==> src/rtl/sielp_pkg.sv <==
// Package with register map, field layout, vectors and timing constants for the exception/low-power unit.
package sielp_pkg;
    // Register byte offsets on the AXI4-Lite slave.
    localparam logic [7:0] IPS1_OFF = 8'h00;
    localparam logic [7:0] IPS2_OFF = 8'h04;
    localparam logic [7:0] IPS3_OFF = 8'h08;
    localparam logic [7:0] RCS_OFF = 8'h0c;
    localparam logic [7:0] BFC_OFF = 8'h10;
    localparam logic [7:0] BST_OFF = 8'h14;
    localparam logic [7:0] CFG_OFF = 8'h18;
    // Pending flag numbers, mapped into the three status registers by sielp_top.
    localparam int IRQ_BIT = 1;
    localparam int TCH0_BIT = 3;
    localparam int TCH1_BIT = 4;
    localparam int TOVF_BIT = 5;
    localparam int KBD_BIT = 14;
    localparam int ADC_BIT = 15;
    // Reset cause field positions.
    localparam int RC_POR = 7;
    localparam int RC_PIN = 6;
    localparam int RC_WDOG = 5;
    localparam int RC_BADOP = 4;
    localparam int RC_BADADR = 3;
    localparam int RC_MON = 1;
    localparam int RC_LOWV = 0;
    // Configuration register fields.
    localparam int CFG_WDIS = 0;
    localparam int CFG_SHORT_STOP_RECOVERY = 1;
    localparam int CFG_OSCSTOP = 2;
    // Low word of each two-byte vector, highest priority first.
    localparam logic [15:0] VEC_RESET = 16'hfffe;
    localparam logic [15:0] VEC_SWI = 16'hfffc;
    localparam logic [15:0] VEC_IRQ = 16'hfffa;
    localparam logic [15:0] VEC_TCH0 = 16'hfff6;
    localparam logic [15:0] VEC_TCH1 = 16'hfff4;
    localparam logic [15:0] VEC_TOVF = 16'hfff2;
    localparam logic [15:0] VEC_KBD = 16'hffe0;
    localparam logic [15:0] VEC_ADC = 16'hffde;
    // Reset values.
    localparam logic [7:0] RC_RESET = 8'h80;
    localparam logic [7:0] CFG_RESET = 8'h00;
    // Stop recovery lengths in quad-rate cycles.
    localparam int REC_LONG = 4096;
    localparam int REC_SHORT = 32;
    // Low-power state encoding.
    typedef enum logic [1:0] {
        LP_RUN = 2'b00,
        LP_WAIT = 2'b01,
        LP_STOP = 2'b10,
        LP_REC = 2'b11
    } sielp_lp_t;
endpackage : sielp_pkg

==> src/rtl/sielp_top.sv <==
// Exception priority, break flag protection, wait/stop control and reset cause register.
`timescale 1ns/10ps
module sielp_top #(
    parameter int RecLong = sielp_pkg::REC_LONG // Long stop recovery count, shortened in simulation.
) (
    input wire logic mclk, // Quad-rate bus clock, 50 MHz.
    input wire logic reset_n, // Asynchronous reset, active low.
    input wire logic clkEn, // Clock enable; low freezes all state.
    input wire logic quadFall, // One-cycle strobe marking a quad-clock falling edge.
    input wire logic irqReq, // IRQ pin request, synchronised pin level.
    input wire logic tch0Req, // Timer channel 0 request.
    input wire logic tch1Req, // Timer channel 1 request.
    input wire logic tovfReq, // Timer overflow request.
    input wire logic kbdReq, // Keyboard request.
    input wire logic adcReq, // ADC conversion complete request.
    input wire logic swiExec, // Software interrupt instruction executed, pulse.
    input wire logic iMask, // Global interrupt mask bit from the CPU.
    input wire logic breakReq, // Break module output, level.
    input wire logic waitExec, // Wait instruction executed, pulse.
    input wire logic stopExec, // Stop instruction executed, pulse.
    input wire logic porEvt, // Power-on reset event, pulse.
    input wire logic pinRstEvt, // External reset pin event, pulse.
    input wire logic wdogEvt, // Watchdog timeout, pulse.
    input wire logic badOpEvt, // Illegal opcode, pulse.
    input wire logic badAdrEvt, // Opcode fetch from unimplemented address, pulse.
    input wire logic lowVEvt, // Low-voltage inhibit, pulse.
    input wire logic monEntryEvt, // Monitor entry on erased reset vector, pulse.
    input wire logic flagClrStep1, // First step of a peripheral two-step clear, pulse.
    input wire logic flagClrStep2, // Second step of a peripheral two-step clear, pulse.
    output logic takeIntr, // Exception taken this cycle, pulse.
    output logic [15:0] vecAddr, // Low byte address of the vector to fetch.
    output logic clearIMask, // Clears the CPU global mask, pulse.
    output logic cpuClkEn, // CPU clock gate.
    output logic periphClkEn, // Peripheral clock gate.
    output logic busX2En, // Double-rate bus clock enable.
    output logic busX4En, // Quad-rate bus clock enable.
    output logic wdogEn, // Watchdog counting enable.
    output logic flagClrAllow, // Peripherals may clear their status flags.
    output logic flagClrDo, // Completed two-step clear, pulse.
    output logic [1:0] lpState, // Low-power state code.
    input wire logic [7:0] s_axi_awaddr, // AXI write address.
    input wire logic s_axi_awvalid, // AXI write address valid.
    output logic s_axi_awready, // AXI write address ready.
    input wire logic [31:0] s_axi_wdata, // AXI write data.
    input wire logic [3:0] s_axi_wstrb, // AXI write strobes.
    input wire logic s_axi_wvalid, // AXI write data valid.
    output logic s_axi_wready, // AXI write data ready.
    output logic [1:0] s_axi_bresp, // AXI write response.
    output logic s_axi_bvalid, // AXI write response valid.
    input wire logic s_axi_bready, // AXI write response ready.
    input wire logic [7:0] s_axi_araddr, // AXI read address.
    input wire logic s_axi_arvalid, // AXI read address valid.
    output logic s_axi_arready, // AXI read address ready.
    output logic [31:0] s_axi_rdata, // AXI read data.
    output logic [1:0] s_axi_rresp, // AXI read response.
    output logic s_axi_rvalid, // AXI read data valid.
    input wire logic s_axi_rready // AXI read data ready.
);
    // The recovery counter must reach the long count.
    initial begin
        if (RecLong < sielp_pkg::REC_SHORT || RecLong > 65535) begin
            $error("RecLong out of range");
        end
    end

    // All block state in one packed struct.
    typedef struct packed {
        sielp_pkg::sielp_lp_t lp; // Low-power state.
        logic [15:0] cnt; // Unit counter for recovery timing.
        logic wakeIntr; // Recovery was started by an interrupt.
        logic wakeDly; // Stack one cycle after wait wake.
        logic [7:0] rc; // Reset cause flags.
        logic [7:0] cfg; // Configuration bits.
        logic break_flag_clear_enable; // Break flag clear enable.
        logic bsw; // Break during low power flag.
        logic step1; // First clear step seen.
        logic brkQ; // Break level of the last cycle, for edge detection.
        logic takeIntr; // Registered take strobe.
        logic [15:0] vec; // Registered vector.
        logic clrI; // Registered mask clear.
        logic flagDo; // Registered two-step clear completion.
        logic haveW; // Write address held.
        logic haveD; // Write data held.
        logic [7:0] wa; // Held write address.
        logic [31:0] wd; // Held write data.
        logic bv; // Write response valid.
        logic [1:0] br; // Write response code.
        logic rv; // Read response valid.
        logic [31:0] rd; // Read data.
        logic [1:0] rr; // Read response code.
    } sielp_state_t;

    sielp_state_t st_reg;
    sielp_state_t st_next;
    logic [7:0] ips1; // Interrupt pending status 1.
    logic [7:0] ips2; // Interrupt pending status 2.
    logic [7:0] ips3; // Interrupt pending status 3.
    logic anyMaskable; // Some maskable request pending.
    logic inBreak; // Break is active.
    logic [15:0] recLen; // Selected recovery length.

    // Pending requests are mirrored live; nothing software writes reaches them.
    always_comb begin
        ips1 = 8'h00;
        ips2 = 8'h00;
        ips3 = 8'h00;
        // Flag n sits at bit n+1 of status 1, bit n-7 of status 2 and bit n-15 of status 3.
        ips1[sielp_pkg::IRQ_BIT + 1] = irqReq;
        ips1[sielp_pkg::TCH0_BIT + 1] = tch0Req;
        ips1[sielp_pkg::TCH1_BIT + 1] = tch1Req;
        ips1[sielp_pkg::TOVF_BIT + 1] = tovfReq;
        ips2[sielp_pkg::KBD_BIT - 7] = kbdReq;
        ips3[sielp_pkg::ADC_BIT - 15] = adcReq;
    end

    assign anyMaskable = irqReq | tch0Req | tch1Req | tovfReq | kbdReq | adcReq;
    assign inBreak = breakReq;
    assign recLen = st_reg.cfg[sielp_pkg::CFG_SHORT_STOP_RECOVERY] ? 16'(sielp_pkg::REC_SHORT) : 16'(RecLong);

    // Next-state logic for the whole block.
    always_comb begin
        logic rdRc;
        logic wrDo;
        logic wake;
        logic bswSet;
        logic [15:0] pvec;
        rdRc = 1'b0;
        wrDo = 1'b0;
        wake = 1'b0;
        bswSet = 1'b0;
        pvec = sielp_pkg::VEC_ADC;
        st_next = st_reg;
        st_next.takeIntr = 1'b0;
        st_next.clrI = 1'b0;
        st_next.flagDo = 1'b0;

        // Exception selection; reset sources never reach here, they reset the CPU together.
        if (irqReq) begin
            pvec = sielp_pkg::VEC_IRQ;
        end else if (tch0Req) begin
            pvec = sielp_pkg::VEC_TCH0;
        end else if (tch1Req) begin
            pvec = sielp_pkg::VEC_TCH1;
        end else if (tovfReq) begin
            pvec = sielp_pkg::VEC_TOVF;
        end else if (kbdReq) begin
            pvec = sielp_pkg::VEC_KBD;
        end
        // Break enters once on its rising edge; a held level would re-enter every cycle.
        st_next.brkQ = inBreak;
        if (swiExec || (inBreak && !st_reg.brkQ)) begin
            st_next.takeIntr = 1'b1;
            st_next.vec = sielp_pkg::VEC_SWI;
        end else if (!iMask && anyMaskable && st_reg.lp == sielp_pkg::LP_RUN && !st_reg.wakeDly &&
                     !st_reg.takeIntr) begin
            // The core sets its mask only after it sees a take, so the cycle after one is skipped.
            st_next.takeIntr = 1'b1;
            st_next.vec = pvec;
        end
        if (st_reg.wakeDly) begin
            st_next.wakeDly = 1'b0;
        end

        // Low-power sequencing.
        wake = (anyMaskable && !iMask) || inBreak;
        case (st_reg.lp)
            sielp_pkg::LP_RUN: begin
                if (waitExec) begin
                    st_next.lp = sielp_pkg::LP_WAIT;
                    st_next.clrI = 1'b1;
                end else if (stopExec) begin
                    st_next.lp = sielp_pkg::LP_STOP;
                    st_next.clrI = 1'b1;
                    st_next.cnt = 16'h0000;
                end
            end
            sielp_pkg::LP_WAIT: begin
                if (wake) begin
                    st_next.lp = sielp_pkg::LP_RUN;
                    st_next.wakeDly = 1'b1;
                    if (inBreak) begin
                        st_next.bsw = 1'b1;
                        st_next.vec = sielp_pkg::VEC_SWI;
                        bswSet = 1'b1;
                    end else begin
                        st_next.vec = pvec;
                    end
                end
            end
            sielp_pkg::LP_STOP: begin
                st_next.cnt = 16'h0000;
                if (wake) begin
                    st_next.lp = sielp_pkg::LP_REC;
                    st_next.wakeIntr = !inBreak;
                    if (inBreak) begin
                        st_next.bsw = 1'b1;
                        bswSet = 1'b1;
                    end
                end
            end
            default: begin
                if (quadFall) begin
                    st_next.cnt = st_reg.cnt + 16'h0001;
                end
                // Leave on the strobe that completes the count, so recovery spans recLen strobes.
                if (quadFall && st_reg.cnt >= recLen - 16'h0001) begin
                    st_next.lp = sielp_pkg::LP_RUN;
                    st_next.cnt = 16'h0000;
                end
            end
        endcase

        // Two-step clear: first step is remembered; the second completes out of break, or in break with break_flag_clear_enable set.
        if (flagClrStep1) begin
            st_next.step1 = 1'b1;
        end
        if (flagClrStep2 && st_reg.step1 && (!inBreak || st_reg.break_flag_clear_enable)) begin
            st_next.flagDo = 1'b1;
            st_next.step1 = 1'b0;
        end

        // AXI write path: address and data in either order.
        if (s_axi_awvalid && !st_reg.haveW) begin
            st_next.haveW = 1'b1;
            st_next.wa = s_axi_awaddr;
        end
        if (s_axi_wvalid && !st_reg.haveD) begin
            st_next.haveD = 1'b1;
            st_next.wd = s_axi_wdata;
        end
        if (st_reg.haveW && st_reg.haveD && !st_reg.bv) begin
            wrDo = s_axi_wstrb[0] | 1'b1;
            st_next.haveW = 1'b0;
            st_next.haveD = 1'b0;
            st_next.bv = 1'b1;
            st_next.br = 2'b00;
            if (st_reg.wa == sielp_pkg::BFC_OFF) begin
                st_next.break_flag_clear_enable = st_reg.wd[7];
            end else if (st_reg.wa == sielp_pkg::CFG_OFF) begin
                st_next.cfg = st_reg.wd[7:0];
            end else if (st_reg.wa == sielp_pkg::BST_OFF) begin
                st_next.bsw = st_reg.bsw & st_reg.wd[1];
            end else if (st_reg.wa == sielp_pkg::IPS1_OFF || st_reg.wa == sielp_pkg::IPS2_OFF ||
                         st_reg.wa == sielp_pkg::IPS3_OFF || st_reg.wa == sielp_pkg::RCS_OFF) begin
                st_next.br = 2'b00;
            end else begin
                st_next.br = 2'b10;
            end
        end
        if (st_reg.bv && s_axi_bready) begin
            st_next.bv = 1'b0;
        end
        // A break in low power outranks a software clear of its flag in the same cycle.
        if (bswSet) begin
            st_next.bsw = 1'b1;
        end

        // AXI read path.
        if (s_axi_arvalid && !st_reg.rv) begin
            st_next.rv = 1'b1;
            st_next.rr = 2'b00;
            st_next.rd = 32'h0000_0000;
            if (s_axi_araddr == sielp_pkg::IPS1_OFF) begin
                st_next.rd[7:0] = ips1;
            end else if (s_axi_araddr == sielp_pkg::IPS2_OFF) begin
                st_next.rd[7:0] = ips2;
            end else if (s_axi_araddr == sielp_pkg::IPS3_OFF) begin
                st_next.rd[7:0] = ips3;
            end else if (s_axi_araddr == sielp_pkg::RCS_OFF) begin
                st_next.rd[7:0] = st_reg.rc;
                rdRc = 1'b1;
            end else if (s_axi_araddr == sielp_pkg::BFC_OFF) begin
                st_next.rd[7] = st_reg.break_flag_clear_enable;
            end else if (s_axi_araddr == sielp_pkg::BST_OFF) begin
                st_next.rd[1] = st_reg.bsw;
            end else if (s_axi_araddr == sielp_pkg::CFG_OFF) begin
                st_next.rd[7:0] = st_reg.cfg;
            end else begin
                st_next.rr = 2'b10;
            end
        end
        if (st_reg.rv && s_axi_rready) begin
            st_next.rv = 1'b0;
        end

        // Reset cause: a read clears, but an event in the same cycle still sets.
        if (rdRc) begin
            st_next.rc = 8'h00;
        end
        if (porEvt) begin
            st_next.rc = sielp_pkg::RC_RESET;
        end else begin
            if (pinRstEvt) st_next.rc[sielp_pkg::RC_PIN] = 1'b1;
            if (wdogEvt) st_next.rc[sielp_pkg::RC_WDOG] = 1'b1;
            if (badOpEvt) st_next.rc[sielp_pkg::RC_BADOP] = 1'b1;
            if (badAdrEvt) st_next.rc[sielp_pkg::RC_BADADR] = 1'b1;
            if (lowVEvt) st_next.rc[sielp_pkg::RC_LOWV] = 1'b1;
            if (monEntryEvt) st_next.rc[sielp_pkg::RC_MON] = 1'b1;
        end
        if (wrDo) begin
            st_next.wd = st_next.wd;
        end
    end

    // State register; the clock enable freezes everything.
    always_ff @(posedge mclk or negedge reset_n) begin
        if (!reset_n) begin
            st_reg <= '0;
            st_reg.rc <= sielp_pkg::RC_RESET;
            st_reg.cfg <= sielp_pkg::CFG_RESET;
            st_reg.vec <= sielp_pkg::VEC_RESET;
        end else if (clkEn) begin
            st_reg <= st_next;
        end
    end

    // Output decode.
    assign takeIntr = st_reg.takeIntr | st_reg.wakeDly;
    assign vecAddr = st_reg.vec;
    assign clearIMask = st_reg.clrI;
    assign lpState = st_reg.lp;
    assign cpuClkEn = (st_reg.lp == sielp_pkg::LP_RUN);
    assign periphClkEn = (st_reg.lp != sielp_pkg::LP_STOP);
    assign busX4En = (st_reg.lp != sielp_pkg::LP_STOP);
    assign busX2En = (st_reg.lp != sielp_pkg::LP_STOP) || st_reg.cfg[sielp_pkg::CFG_OSCSTOP];
    assign wdogEn = !st_reg.cfg[sielp_pkg::CFG_WDIS] && (st_reg.lp != sielp_pkg::LP_STOP);
    assign flagClrAllow = !inBreak || st_reg.break_flag_clear_enable;
    assign flagClrDo = st_reg.flagDo;
    assign s_axi_awready = !st_reg.haveW;
    assign s_axi_wready = !st_reg.haveD;
    assign s_axi_bvalid = st_reg.bv;
    assign s_axi_bresp = st_reg.br;
    assign s_axi_arready = !st_reg.rv;
    assign s_axi_rvalid = st_reg.rv;
    assign s_axi_rdata = st_reg.rd;
    assign s_axi_rresp = st_reg.rr;

    // Checks next to the logic.
    a_swi_vector: assert property (@(posedge mclk) disable iff (!reset_n)
        clkEn && swiExec |=> takeIntr && vecAddr == sielp_pkg::VEC_SWI) else $error("swi vector wrong");
    a_irq_masked: assert property (@(posedge mclk) disable iff (!reset_n)
        clkEn && iMask && !swiExec && !breakReq && !st_reg.wakeDly |=> !takeIntr) else $error("masked taken");
    a_status_low: assert property (@(posedge mclk) disable iff (!reset_n)
        ips1[1:0] == 2'b00) else $error("low bits set");
    a_wait_clr: assert property (@(posedge mclk) disable iff (!reset_n)
        clkEn && waitExec && lpState == 2'b00 |=> clearIMask && !cpuClkEn) else $error("wait entry");
    a_stop_clocks: assert property (@(posedge mclk) disable iff (!reset_n)
        lpState == 2'b10 |-> !busX4En && wdogEn == 1'b0) else $error("stop clocks");
    a_stop_hold: assert property (@(posedge mclk) disable iff (!reset_n)
        lpState == 2'b10 && clkEn |=> st_reg.cnt == 16'h0000) else $error("counter not held");
    a_rc_read: assert property (@(posedge mclk) disable iff (!reset_n)
        clkEn && s_axi_arvalid && !st_reg.rv && s_axi_araddr == sielp_pkg::RCS_OFF && !porEvt && !pinRstEvt &&
        !wdogEvt && !badOpEvt && !badAdrEvt && !lowVEvt && !monEntryEvt |=> st_reg.rc == 8'h00)
        else $error("rc not cleared");
    a_por_only: assert property (@(posedge mclk) disable iff (!reset_n)
        clkEn && porEvt |=> st_reg.rc == sielp_pkg::RC_RESET) else $error("por flags");
    a_break_prot: assert property (@(posedge mclk) disable iff (!reset_n)
        breakReq && !st_reg.break_flag_clear_enable |-> !flagClrAllow) else $error("break protect");
    c_wait_wake: cover property (@(posedge mclk) lpState == 2'b01 ##1 lpState == 2'b00);
    c_stop_rec: cover property (@(posedge mclk) lpState == 2'b11 ##1 lpState == 2'b00);
    c_rc_read: cover property (@(posedge mclk) s_axi_rvalid && st_reg.rd[7]);
endmodule : sielp_top

==> config.mk <==
export PLATFORM = sky130hd
export DESIGN_NAME = sielp_top
export DESIGN_NICKNAME = d
export VERILOG_FILES = /design/src/rtl/sielp_pkg.sv /design/src/rtl/sielp_top.sv
export SDC_FILE = /design/constraint.sdc
export NUM_CORES = 1
export LEC_CHECK = 0
export CAP_MARGIN = 20
export CORE_MARGIN = 1.5
export CORE_UTILIZATION = 40
export CTS_BUF_LIST = sky130_fd_sc_hd__clkbuf_4
export CTS_CLUSTER_SIZE = 10
export DETAILED_ROUTE_END_ITERATION = 8
export DONT_BUFFER_PORTS = 1
export HOLD_SLACK_MARGIN = 0.06
export PLACE_DENSITY = 0.64
export SYNTH_ARGS = -nofsm -noshare
export SYNTH_HDL_FRONTEND = slang
export SYNTH_SLANG_ARGS = --single-unit
export TNS_END_PERCENT = 5
==> constraint.sdc <==
create_clock -name mclk -period 2.4 [get_ports mclk]
set_clock_uncertainty 0.15 [all_clocks]
set_input_delay 0.24 -clock mclk [delete_from_list [all_inputs] [get_ports mclk]]
set_output_delay 0.24 -clock mclk [all_outputs]
set_load 0.1 [all_outputs]
## After elaboration in Yosys (flattened, before gate mapping)

Index checks and enable logic that the tools add are counted.
W data, S select, Z words.

| word-level totals | value |
|---|---|
| bits in registers | 90 |
| output and inout port bits | 68 |
| word-level logic and storage cells | 213 |

| operators by class | value |
|---|---|
| add/sub/neg operators | 2 |
| order comparisons | 1 |
| equality and inequality tests | 20 |
| mux-type cells | 82 |
| bitwise gates (word level) | 9 |
| reductions and logical operators | 71 |

Operators with widths:

| cell | number |
|---|---|
| $mux W16 | 6 |
| $mux W8 | 7 |
| $eq A8 B5 Y1 const B | 6 |
| $pmux W16 S3 | 1 |
| $mux W1 | 38 |
| $mux W18 | 2 |
| $mux W35 | 1 |
| $mux W17 | 2 |
| $eq A8 B4 Y1 const B | 4 |
| $reduce_and A2 Y1 | 16 |
| $mux W6 | 5 |
| $mux W2 | 14 |
| $reduce_bool A3 Y1 | 6 |
| $add A16 B1 Y16 const B | 1 |
| $eq A8 B3 Y1 const B | 2 |
| $ge A16 B16 Y1 | 1 |
| $logic_and A1 B1 Y1 | 16 |
| $logic_not A8 Y1 | 2 |
| $sub A13 B1 Y14 const B | 1 |
| $mux W13 | 1 |
| $reduce_bool A2 Y1 | 6 |
| $logic_not A1 Y1 | 10 |
| $ne A2 B2 Y1 const B | 5 |
| $reduce_and A5 Y1 | 2 |
| other kinds (16) | 30 |

## Longest topological paths before layout

Gate-level depths: netlist (run 1).

| depth | value |
|---|---|
| depth after elaboration | 14 |
| depth in mapped cells | 9 |

## Least setup slack after synthesis (run 1)

OpenSTA, ideal clock, no wires.

| timing path | value |
|---|---|
| kind | flip-flop to flip-flop |
| from | reg st_reg (netlist bit s_axi_rvalid) |
| to | reg st_reg[111] in the netlist's numbering |
| setup time | 0.127 ns |
| arrival | 2.658 ns |
| path slack | -0.535 ns |
| cell stages (with the launch flop) | 8 |
| clock period less this slack | 2.935 ns |
| cells stage by stage | dfrtp_1 -> inv_1 -> nand3_1 -> nand2b_4 -> or3_1 -> buf_6 -> a22oi_2 -> nor2_1 |

| between the ends | value |
|---|---|
| longest elaborated chain between the ends | 5 |

RTL lines:

| what | RTL line | text |
|---|---|---|
| start: declaration | sielp_top.sv:93 | `sielp_state_t st_reg;` |
| start signal: assignment | sielp_top.sv:313 | `st_reg <= st_next;` |
| $logic_not A1 Y1 | -- |  |
| via s_axi_arready | sielp_top.sv:53 | `output logic s_axi_arready,` |
| $logic_and A1 B1 Y1 | sielp_top.sv:259 | `if (s_axi_arvalid && !st_reg.rv) begin` |
| $mux W1 | sielp_top.sv:259 |  |
| $reduce_bool A3 Y1 (no line) | -- |  |
| $reduce_and A2 Y1 (no line) | -- |  |

The timed path passes the listed nets, and every way through them passes these cells.
A chain may end at the register's enable or synchronous reset.

## Final worst setup path (run 1)

| timing path | value |
|---|---|
| from | reg st_reg (netlist bit s_axi_rvalid) |
| to | reg st_reg[117] in the netlist's numbering |

| between the ends | value |
|---|---|
| longest elaborated chain between the ends | 5 |

RTL lines:

| what | RTL line |
|---|---|
| $logic_not A1 Y1 | sielp_top.sv:259 |
| $logic_and A1 B1 Y1 | sielp_top.sv:259 |
| $mux W1 | sielp_top.sv:259 |
| $reduce_bool A3 Y1 (no line) | -- |
| $reduce_and A2 Y1 (no line) | -- |

No other way between the ends.

==> summary.md, run 1 <==
| Metric | Value |
|---|---|
| Status | `finished, final reports clean` |
| Share of cells above drive strength 1 | `23.4%` |
| Cells after Synth | `441` |
| Setup TNS | `0 ns` |
| Final WL | `10.5 mm` |
| Post-synth EDFFs | `0` |
| Critical Path RT | `2.60 ns` |
| WL/cell | `15.8 um` |
| Synth warnings | `0` |
| Die height | `110 um` |
| Die width | `110 um` |
| Main combinational cell family by area after synthesis | `simple AND/OR/NAND/NOR gates` |
| First-pass GRT wire length | `between 15 and 20 mm` |
| RSZ-0062 raised after global routing | `yes` |
| Post-synthesis xor/xnor area fraction | `1.14%` |
| Least-Margin Pin Slew | `0.914 ns` |
| Final setup fails | `0` |
| Max Cap Viol | `0` |
| Post-Synth Simple-Gate Area | `between 15 and 20%` |
| Post-DP Area | `0.00467 sq mm` |
| Area fraction of the dominant cell type after synthesis | `38.7%` |
| Critical path class | `reg2reg` |
| CTS buffer count | `9` |
| Worst IR drop on VDD | `0.000883 V` |
| Die ar. | `between 0.01 and 0.015 sq mm` |
| Cell row count | `38` |
| Root Driver | `clkbuf_4` |
| Worst r2r src | `s_axi_rvalid` |
| Fill count | `roughly 970` |
| Initial antenna violation count | `1` |
| Setup crit end kind | `flop` |
| Final Cell Area | `between 0.005 and 0.006 sq mm` |
| Startpoint type of the worst setup path | `flop` |
| Final min period | `2.32 ns` |
| Area Growth Syn to Fin | `24.0%` |
| I/O Buffers | `0` |
| Vias | `3385` |
| Min-delay src | `clkEn` |
| Post-synthesis sequential area ratio | `47.9%` |
| Synth top cells by count | `71 x dfrtp_1, 55 x buf_4, 39 x nor2_1` |
| Top FF cell, synth | `dfrtp_1` |
| P_leak | `approximately 2.6 nW` |
| Initial Utilization | `41.6%` |
| Met3 wire length | `between 500 and 600 um` |
| Post-synth ARST share | `100%` |
| Vias in the first global route | `3374` |
| Hold crit path type | `in2reg` |
| Via density | `5.11` |
| Setup crit start | `s_axi_rvalid` |
| Clock tree sinks | `87` |
| Cell Area, Synth | `0.00459 sq mm` |
| Synth area leaders | `dfrtp_1 39%, dfstp_2 9.2%, buf_4 9.0%` |
| GRT Total Usage | `around 18%` |
| Fmax | `431 MHz` |
| Area of the multi-input gates | `0.00202 sq mm` |
| Final global-route overflow total | `0` |
| Register area | `0.00220 sq mm` |
| Mux cell area share after synthesis | `7.58%` |
| #FFs+latches synth | `87` |
| Synth Area in Adders | `approximately 3%` |
| CTS max path bufs | `2` |
| Post-CTS setup buffer count | `0` |
| Synth Area in Compound Gates | `roughly an eighth` |
| Post-Syn Area per Cell | `10.4 sq um` |
| # IOs | `149` |
| Highest metal used | `met4` |
| Most frequent cell after synthesis | `dfrtp_1` |
| CP Data Arrival Time | `2.51 ns` |
| 1st-pass router iterations | `4` |
| Fin. Hold Viols | `0` |
| WL met1 | `around 4.3 mm` |
| P per Cell Area | `979 mW/mm^2` |
| DPL Wire Length | `6.96 mm` |
| Post-DRT Antenna Nets | `0` |
| Residual DRC | `0` |
| Top cell type by total area after synthesis | `dfrtp_1` |
| Max Slew Vio Count | `0` |
| Initial DRC count | `112` |
| Max-slew headroom | `39.0%` |
| Post-synth cell types | `58` |
| Max reg flops | `55` |
| Final Cycle Share | `between 90% and 100%` |
| Final Net Count | `609` |
| H-tree Lvls | `3` |
| Final Wtd Congestion | `0.807` |
| Worst-Skew Late Latency | `0.45 ns` |
| Core box area | `0.0110 sq mm` |
| CP max FO | `5` |
| Met2 wire len | `5.38 mm` |
| CTS tree | `done` |
| Clock transition at the registers of the reported paths | `approximately 0.15 ns` |
| Pin count of the biggest net entering global routing | `88` |
[layout make-up]
| cell class | instances | area share, % |
|---|---|---|
| Antenna cell | 1 | 0.0440 |
| Clock buffer | 10 | 1.32 |
| Clock inverter | 6 | 1.65 |
| Inverter | 13 | 0.923 |
| Multi-Input combinational cell | 300 | 35.5 |
| Sequential cell | 87 | 38.7 |
| Tap cell | 140 | 3.08 |
| Timing Repair Buffer | 106 | 18.8 |
[path summary, 6_finish.rpt]
path                                  end  slack, ns  depth (start not counted)
max                           st_reg[117]       0.08                          7
min                            st_reg[73]       0.12                          2
max reg2reg                   st_reg[117]       0.08                          7
min reg2reg                   st_reg[103]       0.37                          1
max in group asynchronous     vecAddr[15]       1.53                          2
min in group asynchronous  s_axi_bresp[1]       0.18                          2
[power by group]
part,switching (mW),leakage (nW),internal [mW]
combinational,1.70,1.44,0.807
clock,0.526,0.0876,0.443
sequential,0.344,1.07,1.76
[logic make-up (layout without fill, tap and decap cells)]
| family | count (synthesis) | after routing |
|---|---|---|
| AND/OR/NAND/NOR | 149 | 149 |
| flip-flops | 87 | 87 |
| buffers and inverters | 79 | 135 |
| AO/OA/AOI/OAI | 77 | 77 |
| multiplexers | 31 | 31 |
| adder cells (fa/ha/maj) | 11 | 11 |
| XOR/XNOR | 6 | 6 |
| other | 1 | 27 |
[per-stage QoR]
step           total power, mW  worst slack (ns)  utilization, %  hold WS, ns  std cells
6_report                  5.57            0.0819            51.6        0.122        663
3_3_place_gp              4.35             0.124            42.3       -0.202        569
2_1_floorplan             3.94            -0.182               -       -0.206        466
5_1_grt                   5.84           -0.0259            51.6        0.117        663
3_5_place_dp              4.41            0.0529            42.3       -0.201        569
4_1_cts                   5.57            0.0194            50.7       0.0631        658
[cells in the final DEF, fill, tap and decap left out, types with 6 or more instances in the layout]
cell type and n:
o21ai_0 14, dfstp_2 16, conb_1 26, a22oi_2 6, ha_1 9, nand3_1 10, nor3_1 10, nand2b_1 14
a22o_1 11, a21oi_1 16, dlygate4sd3_1 73, inv_1 11, mux2_2 30, clkbuf_4 10, nor2_1 37, dfrtp_1 68
nor2b_1 8, and3_1 8, nand2_1 36, buf_4 25
[layer usage]
| metal | up-vias | GRT usage (%) |
|---|---|---|
| li1 | 1606 | - |
| met1 | 1659 | 22.0 |
| met2 | 100 | 29.8 |
| met5 | - | 0 |
| met4 | 0 | 8.06 |
| met3 | 20 | 4.41 |
[critical path, cell delays in order, from the launching register on]
cell           delay [ns]
dfrtp_2              0.45
clkinvlp_4           0.08
nand3_1              0.09
nand2b_4             0.17
or3_4                0.41
dlygate4sd3_1        0.65
a22oi_2              0.15
nor2_1               0.06
[what timing repair did]
| action | in CTS | in global routing |
|---|---|---|
| gates resized for setup | 0 | 14 |
| endpoints found under the setup margin | 0 | 26 |
| endpoints found under the hold margin | 160 | 4 |
| hold buffers | 73 | 4 |
Power figures use the tool's default switching activity.
==> inputs of run 2 (changes only) <==
--- a/config.mk
+++ b/config.mk
@@ -8,7 +8,6 @@
 export CAP_MARGIN = 20
 export CORE_MARGIN = 1.5
 export CORE_UTILIZATION = 40
-export CTS_BUF_LIST = sky130_fd_sc_hd__clkbuf_4
 export CTS_CLUSTER_SIZE = 10
 export DETAILED_ROUTE_END_ITERATION = 8
 export DONT_BUFFER_PORTS = 1
==> run 2 against run 1 <==
- the flow now finishes with violations (hold timing)
- sequential power about the same
- combinational power about the same
- clock-buffer cell count stayed put
- final cell count fell by 2.6%
- non-clock buffer count shrank 16
- sequential share of layout area grew 0.29 points
- critical path depth rose by 1
- via count decreased by 0.62%
- hold slack got worse by 0.69 ns
- routed wire length increased by 0.68%
- critical path type unchanged
==> summary.md, run 2 (synthesis gave the netlist of run 1 again) <==
| Metric | Value |
|---|---|
| Cell row count | `38 (unchanged)` |
| Core box area | `0.0110 sq mm (unchanged)` |
| Vias | `3364 (-0.62%)` |
| Clk pwr share | `24.8% (+7.4 points)` |
| Final Cell Area | `0.00565 sq mm (-0.81%)` |
| Hold crit path type | `in2async` |
| Fin Hold WS | `-0.564 ns (-0.685 ns)` |
| Switching Fraction | `42.5% (-3.6 points)` |
| P per Cell Area | `1080 mW/mm^2 (+10%)` |
| Final Worst Setup Slack | `0.0686 ns (-0.0133 ns)` |
| 1st-pass router iterations | `5 (+1)` |
| Initial Utilization | `41.6% (unchanged)` |
| Fmax | `429 MHz (-0.57%)` |
| Sequential share of power | `34.5% (-3.2 points)` |
| CTS max path bufs | `2 (unchanged)` |
| CTS buffer count | `9 (unchanged)` |
| Commonest non-fill, non-tap cell in the layout | `dfrtp_1` |
| Final Cycle Share | `97.1% (+0.56 points)` |
| Worst IR drop on VDD | `0.000715 V (-19%)` |
| GR Util met3 | `5.23% (+0.82 points)` |
| P_int | `3.51 mW (+17%)` |
| Setup slack at placement | `0.0529 ns (unchanged)` |
| Die width | `110 um (unchanged)` |
| Reg2Reg Depth | `8 (+1)` |
| Vias in the first global route | `3314 (-1.8%)` |
| P_leak | `2.59 nW (-0.34%)` |
| Max-slew headroom | `39.0% (-0.053 points)` |
| Die ar. | `0.0121 sq mm (unchanged)` |
| Inst Count DP | `569 (unchanged)` |
| Clock tree sinks | `87 (unchanged)` |
| Residual DRC | `0 (unchanged)` |
| I/O Buffers | `0 (unchanged)` |
| Family with the most delay on the worst path | `simple AND/OR/NAND/NOR gates` |
| Pin count of the biggest net entering global routing | `88 (unchanged)` |
| Final setup fails | `0 (unchanged)` |
| Post-DRT Antenna Nets | `0 (unchanged)` |
| Violated checks | `hold timing` |
| Slowest CP cell | `or3b_1` |
| Final WL | `10.5 mm (+0.68%)` |
| Max Slew Vio Count | `0 (unchanged)` |
| Max reg flops | `55 (unchanged)` |
| Final Net Count | `593 (-2.6%)` |
| Least-Margin Pin Slew | `0.915 ns (+0.000791 ns)` |
| CP max stage delay | `0.43 ns (-0.22 ns)` |
| First-pass GRT wire length | `16.3 mm (-0.12%)` |
| Root Driver | `clkbuf_16` |
| CP max FO | `16 (+11)` |
| GRT Total Usage | `18.1% (+0.21 points)` |
| CP Data Arrival Time | `2.42 ns (-0.09 ns)` |
| Critical path buffer and inverter count | `1 (-1)` |
| Clock transition at the registers of the reported paths | `0.06 ns (-0.09 ns)` |
| Final min period | `2.33 ns (+0.0133 ns)` |
| Via density | `5.21 (+2.0%)` |
| RSZ-0062 raised after global routing | `yes` |
| Critical path class | `reg2reg` |
| M1 GR Usage | `21.9% (-0.083 points)` |
| Non-filler cells, final | `646 (-2.6%)` |
| Max Cap Viol | `0 (unchanged)` |
| Critical path depth | `8 (+1)` |
| CTS tree | `done` |
| Initial DRC count | `179 (+60%)` |
| Post-layout util | `51.2% (-0.42 points)` |
| Number of diodes | `0 (-1)` |
| Commonest non-fill, non-tap cells in the layout | `69 x dfrtp_1, 59 x dlygate4sd3_1, 38 x nor2_1, 36 x nand2_1, 30 x mux2_2` |
| Combinational share of power | `40.7% (-4.2 points)` |
| Area Growth Syn to Fin | `23.0%` |
| Final Wtd Congestion | `0.807 (unchanged)` |
| H-tree Lvls | `3 (unchanged)` |
| Setup crit end kind | `flop` |
| GRT met2 Usage | `30.2% (+0.40 points)` |
| DPL Wire Length | `6.96 mm (unchanged)` |
| Critical Path RT | `2.48 ns (-0.12 ns)` |
| WL/cell | `16.3 um (+3.3%)` |
| Final global-route overflow total | `0 (unchanged)` |
| Sw Pwr | `2.59 mW (+1.1%)` |
| # IOs | `149 (unchanged)` |
| Worst-Skew Late Latency | `0.35 ns (-0.10 ns)` |
| Share of cells above drive strength 1 | `22.9% (-0.45 points)` |
| Die height | `110 um (unchanged)` |
| Status | `finished, violations left` |
| Startpoint type of the worst setup path | `flop` |
| Crit-path most repeated cell | `nor2_1` |
| Fin. Hold Viols | `87 (+87)` |
| CP Cell Sequence | `inv_1 > ha_2 > or3b_1 > a211oi_2 > nor2_1 > nor2_1 > o21ai_4 > and2_1` |
| GR peak layer | `met2` |
| Initial antenna violation count | `0 (-1)` |
| Post-DP Area | `0.00467 sq mm (unchanged)` |
| Post-CTS setup buffer count | `0 (unchanged)` |
[run 2: worst reg2reg max path: stages, from the launching register on]
cell and delay [ns]:
dfrtp_1 0.38, inv_1 0.11, ha_2 0.25, or3b_1 0.43, a211oi_2 0.30, nor2_1 0.07, nor2_1 0.17, o21ai_4 0.16
and2_1 0.20
[run 2: area by class of cell]
type | instances | area, sq um
clock buffers | 10 | 229
clock inverters | 6 | 93.8
fillers | 975 | 5390
inverters | 13 | 52.6
multi-input cells | 300 | 2010
flip-flops and latches | 87 | 2200
well taps | 140 | 175
repair buffers | 90 | 883
[run 2: worst paths after layout]
check	from	end	slack [ns]
max	lpState[0]	vecAddr[0]	0.07
min	reset_n	st_reg[132]	-0.56
max reg2reg	lpState[0]	vecAddr[0]	0.07
min reg2reg	st_reg[38]	st_reg[38]	0.36
max in group asynchronous	reset_n	vecAddr[13]	2.43
min in group mclk	s_axi_araddr[4]	st_reg[118]	0.07
[run 2: layer usage]
layer / vias up / wire length, um
met5: - / 0
met3: 24 / 599
met1: 1647 / 4350
met4: 0 / 270
met2: 117 / 5310
li1: 1576 / -
[run 2: repair_timing]
item,CTS,global route
setup endpoints to repair,0,23
hold endpoints to repair,135,102
hold buffers,60,1
resized for setup,0,10
[run 2: power groups by stage]
stage          Combinational [mW]  Sequential (mW)  Clock [mW]
6_report                     2.48             2.11        1.52
5_1_grt                      2.63             2.15        1.61
4_1_cts                      2.45             2.10        1.56
3_5_place_dp                 2.29             2.13           0
3_3_place_gp                 2.24             2.11           0
2_1_floorplan                1.85             2.09           0
[run 2: metrics by stage]
stage                     power [mW]  TNS, ns
after floorplan                 3.94    -1.08
after global placement          4.35        0
after detailed placement        4.41        0
after CTS                       6.11        0
after global routing            6.39   -0.227
final                           6.11        0
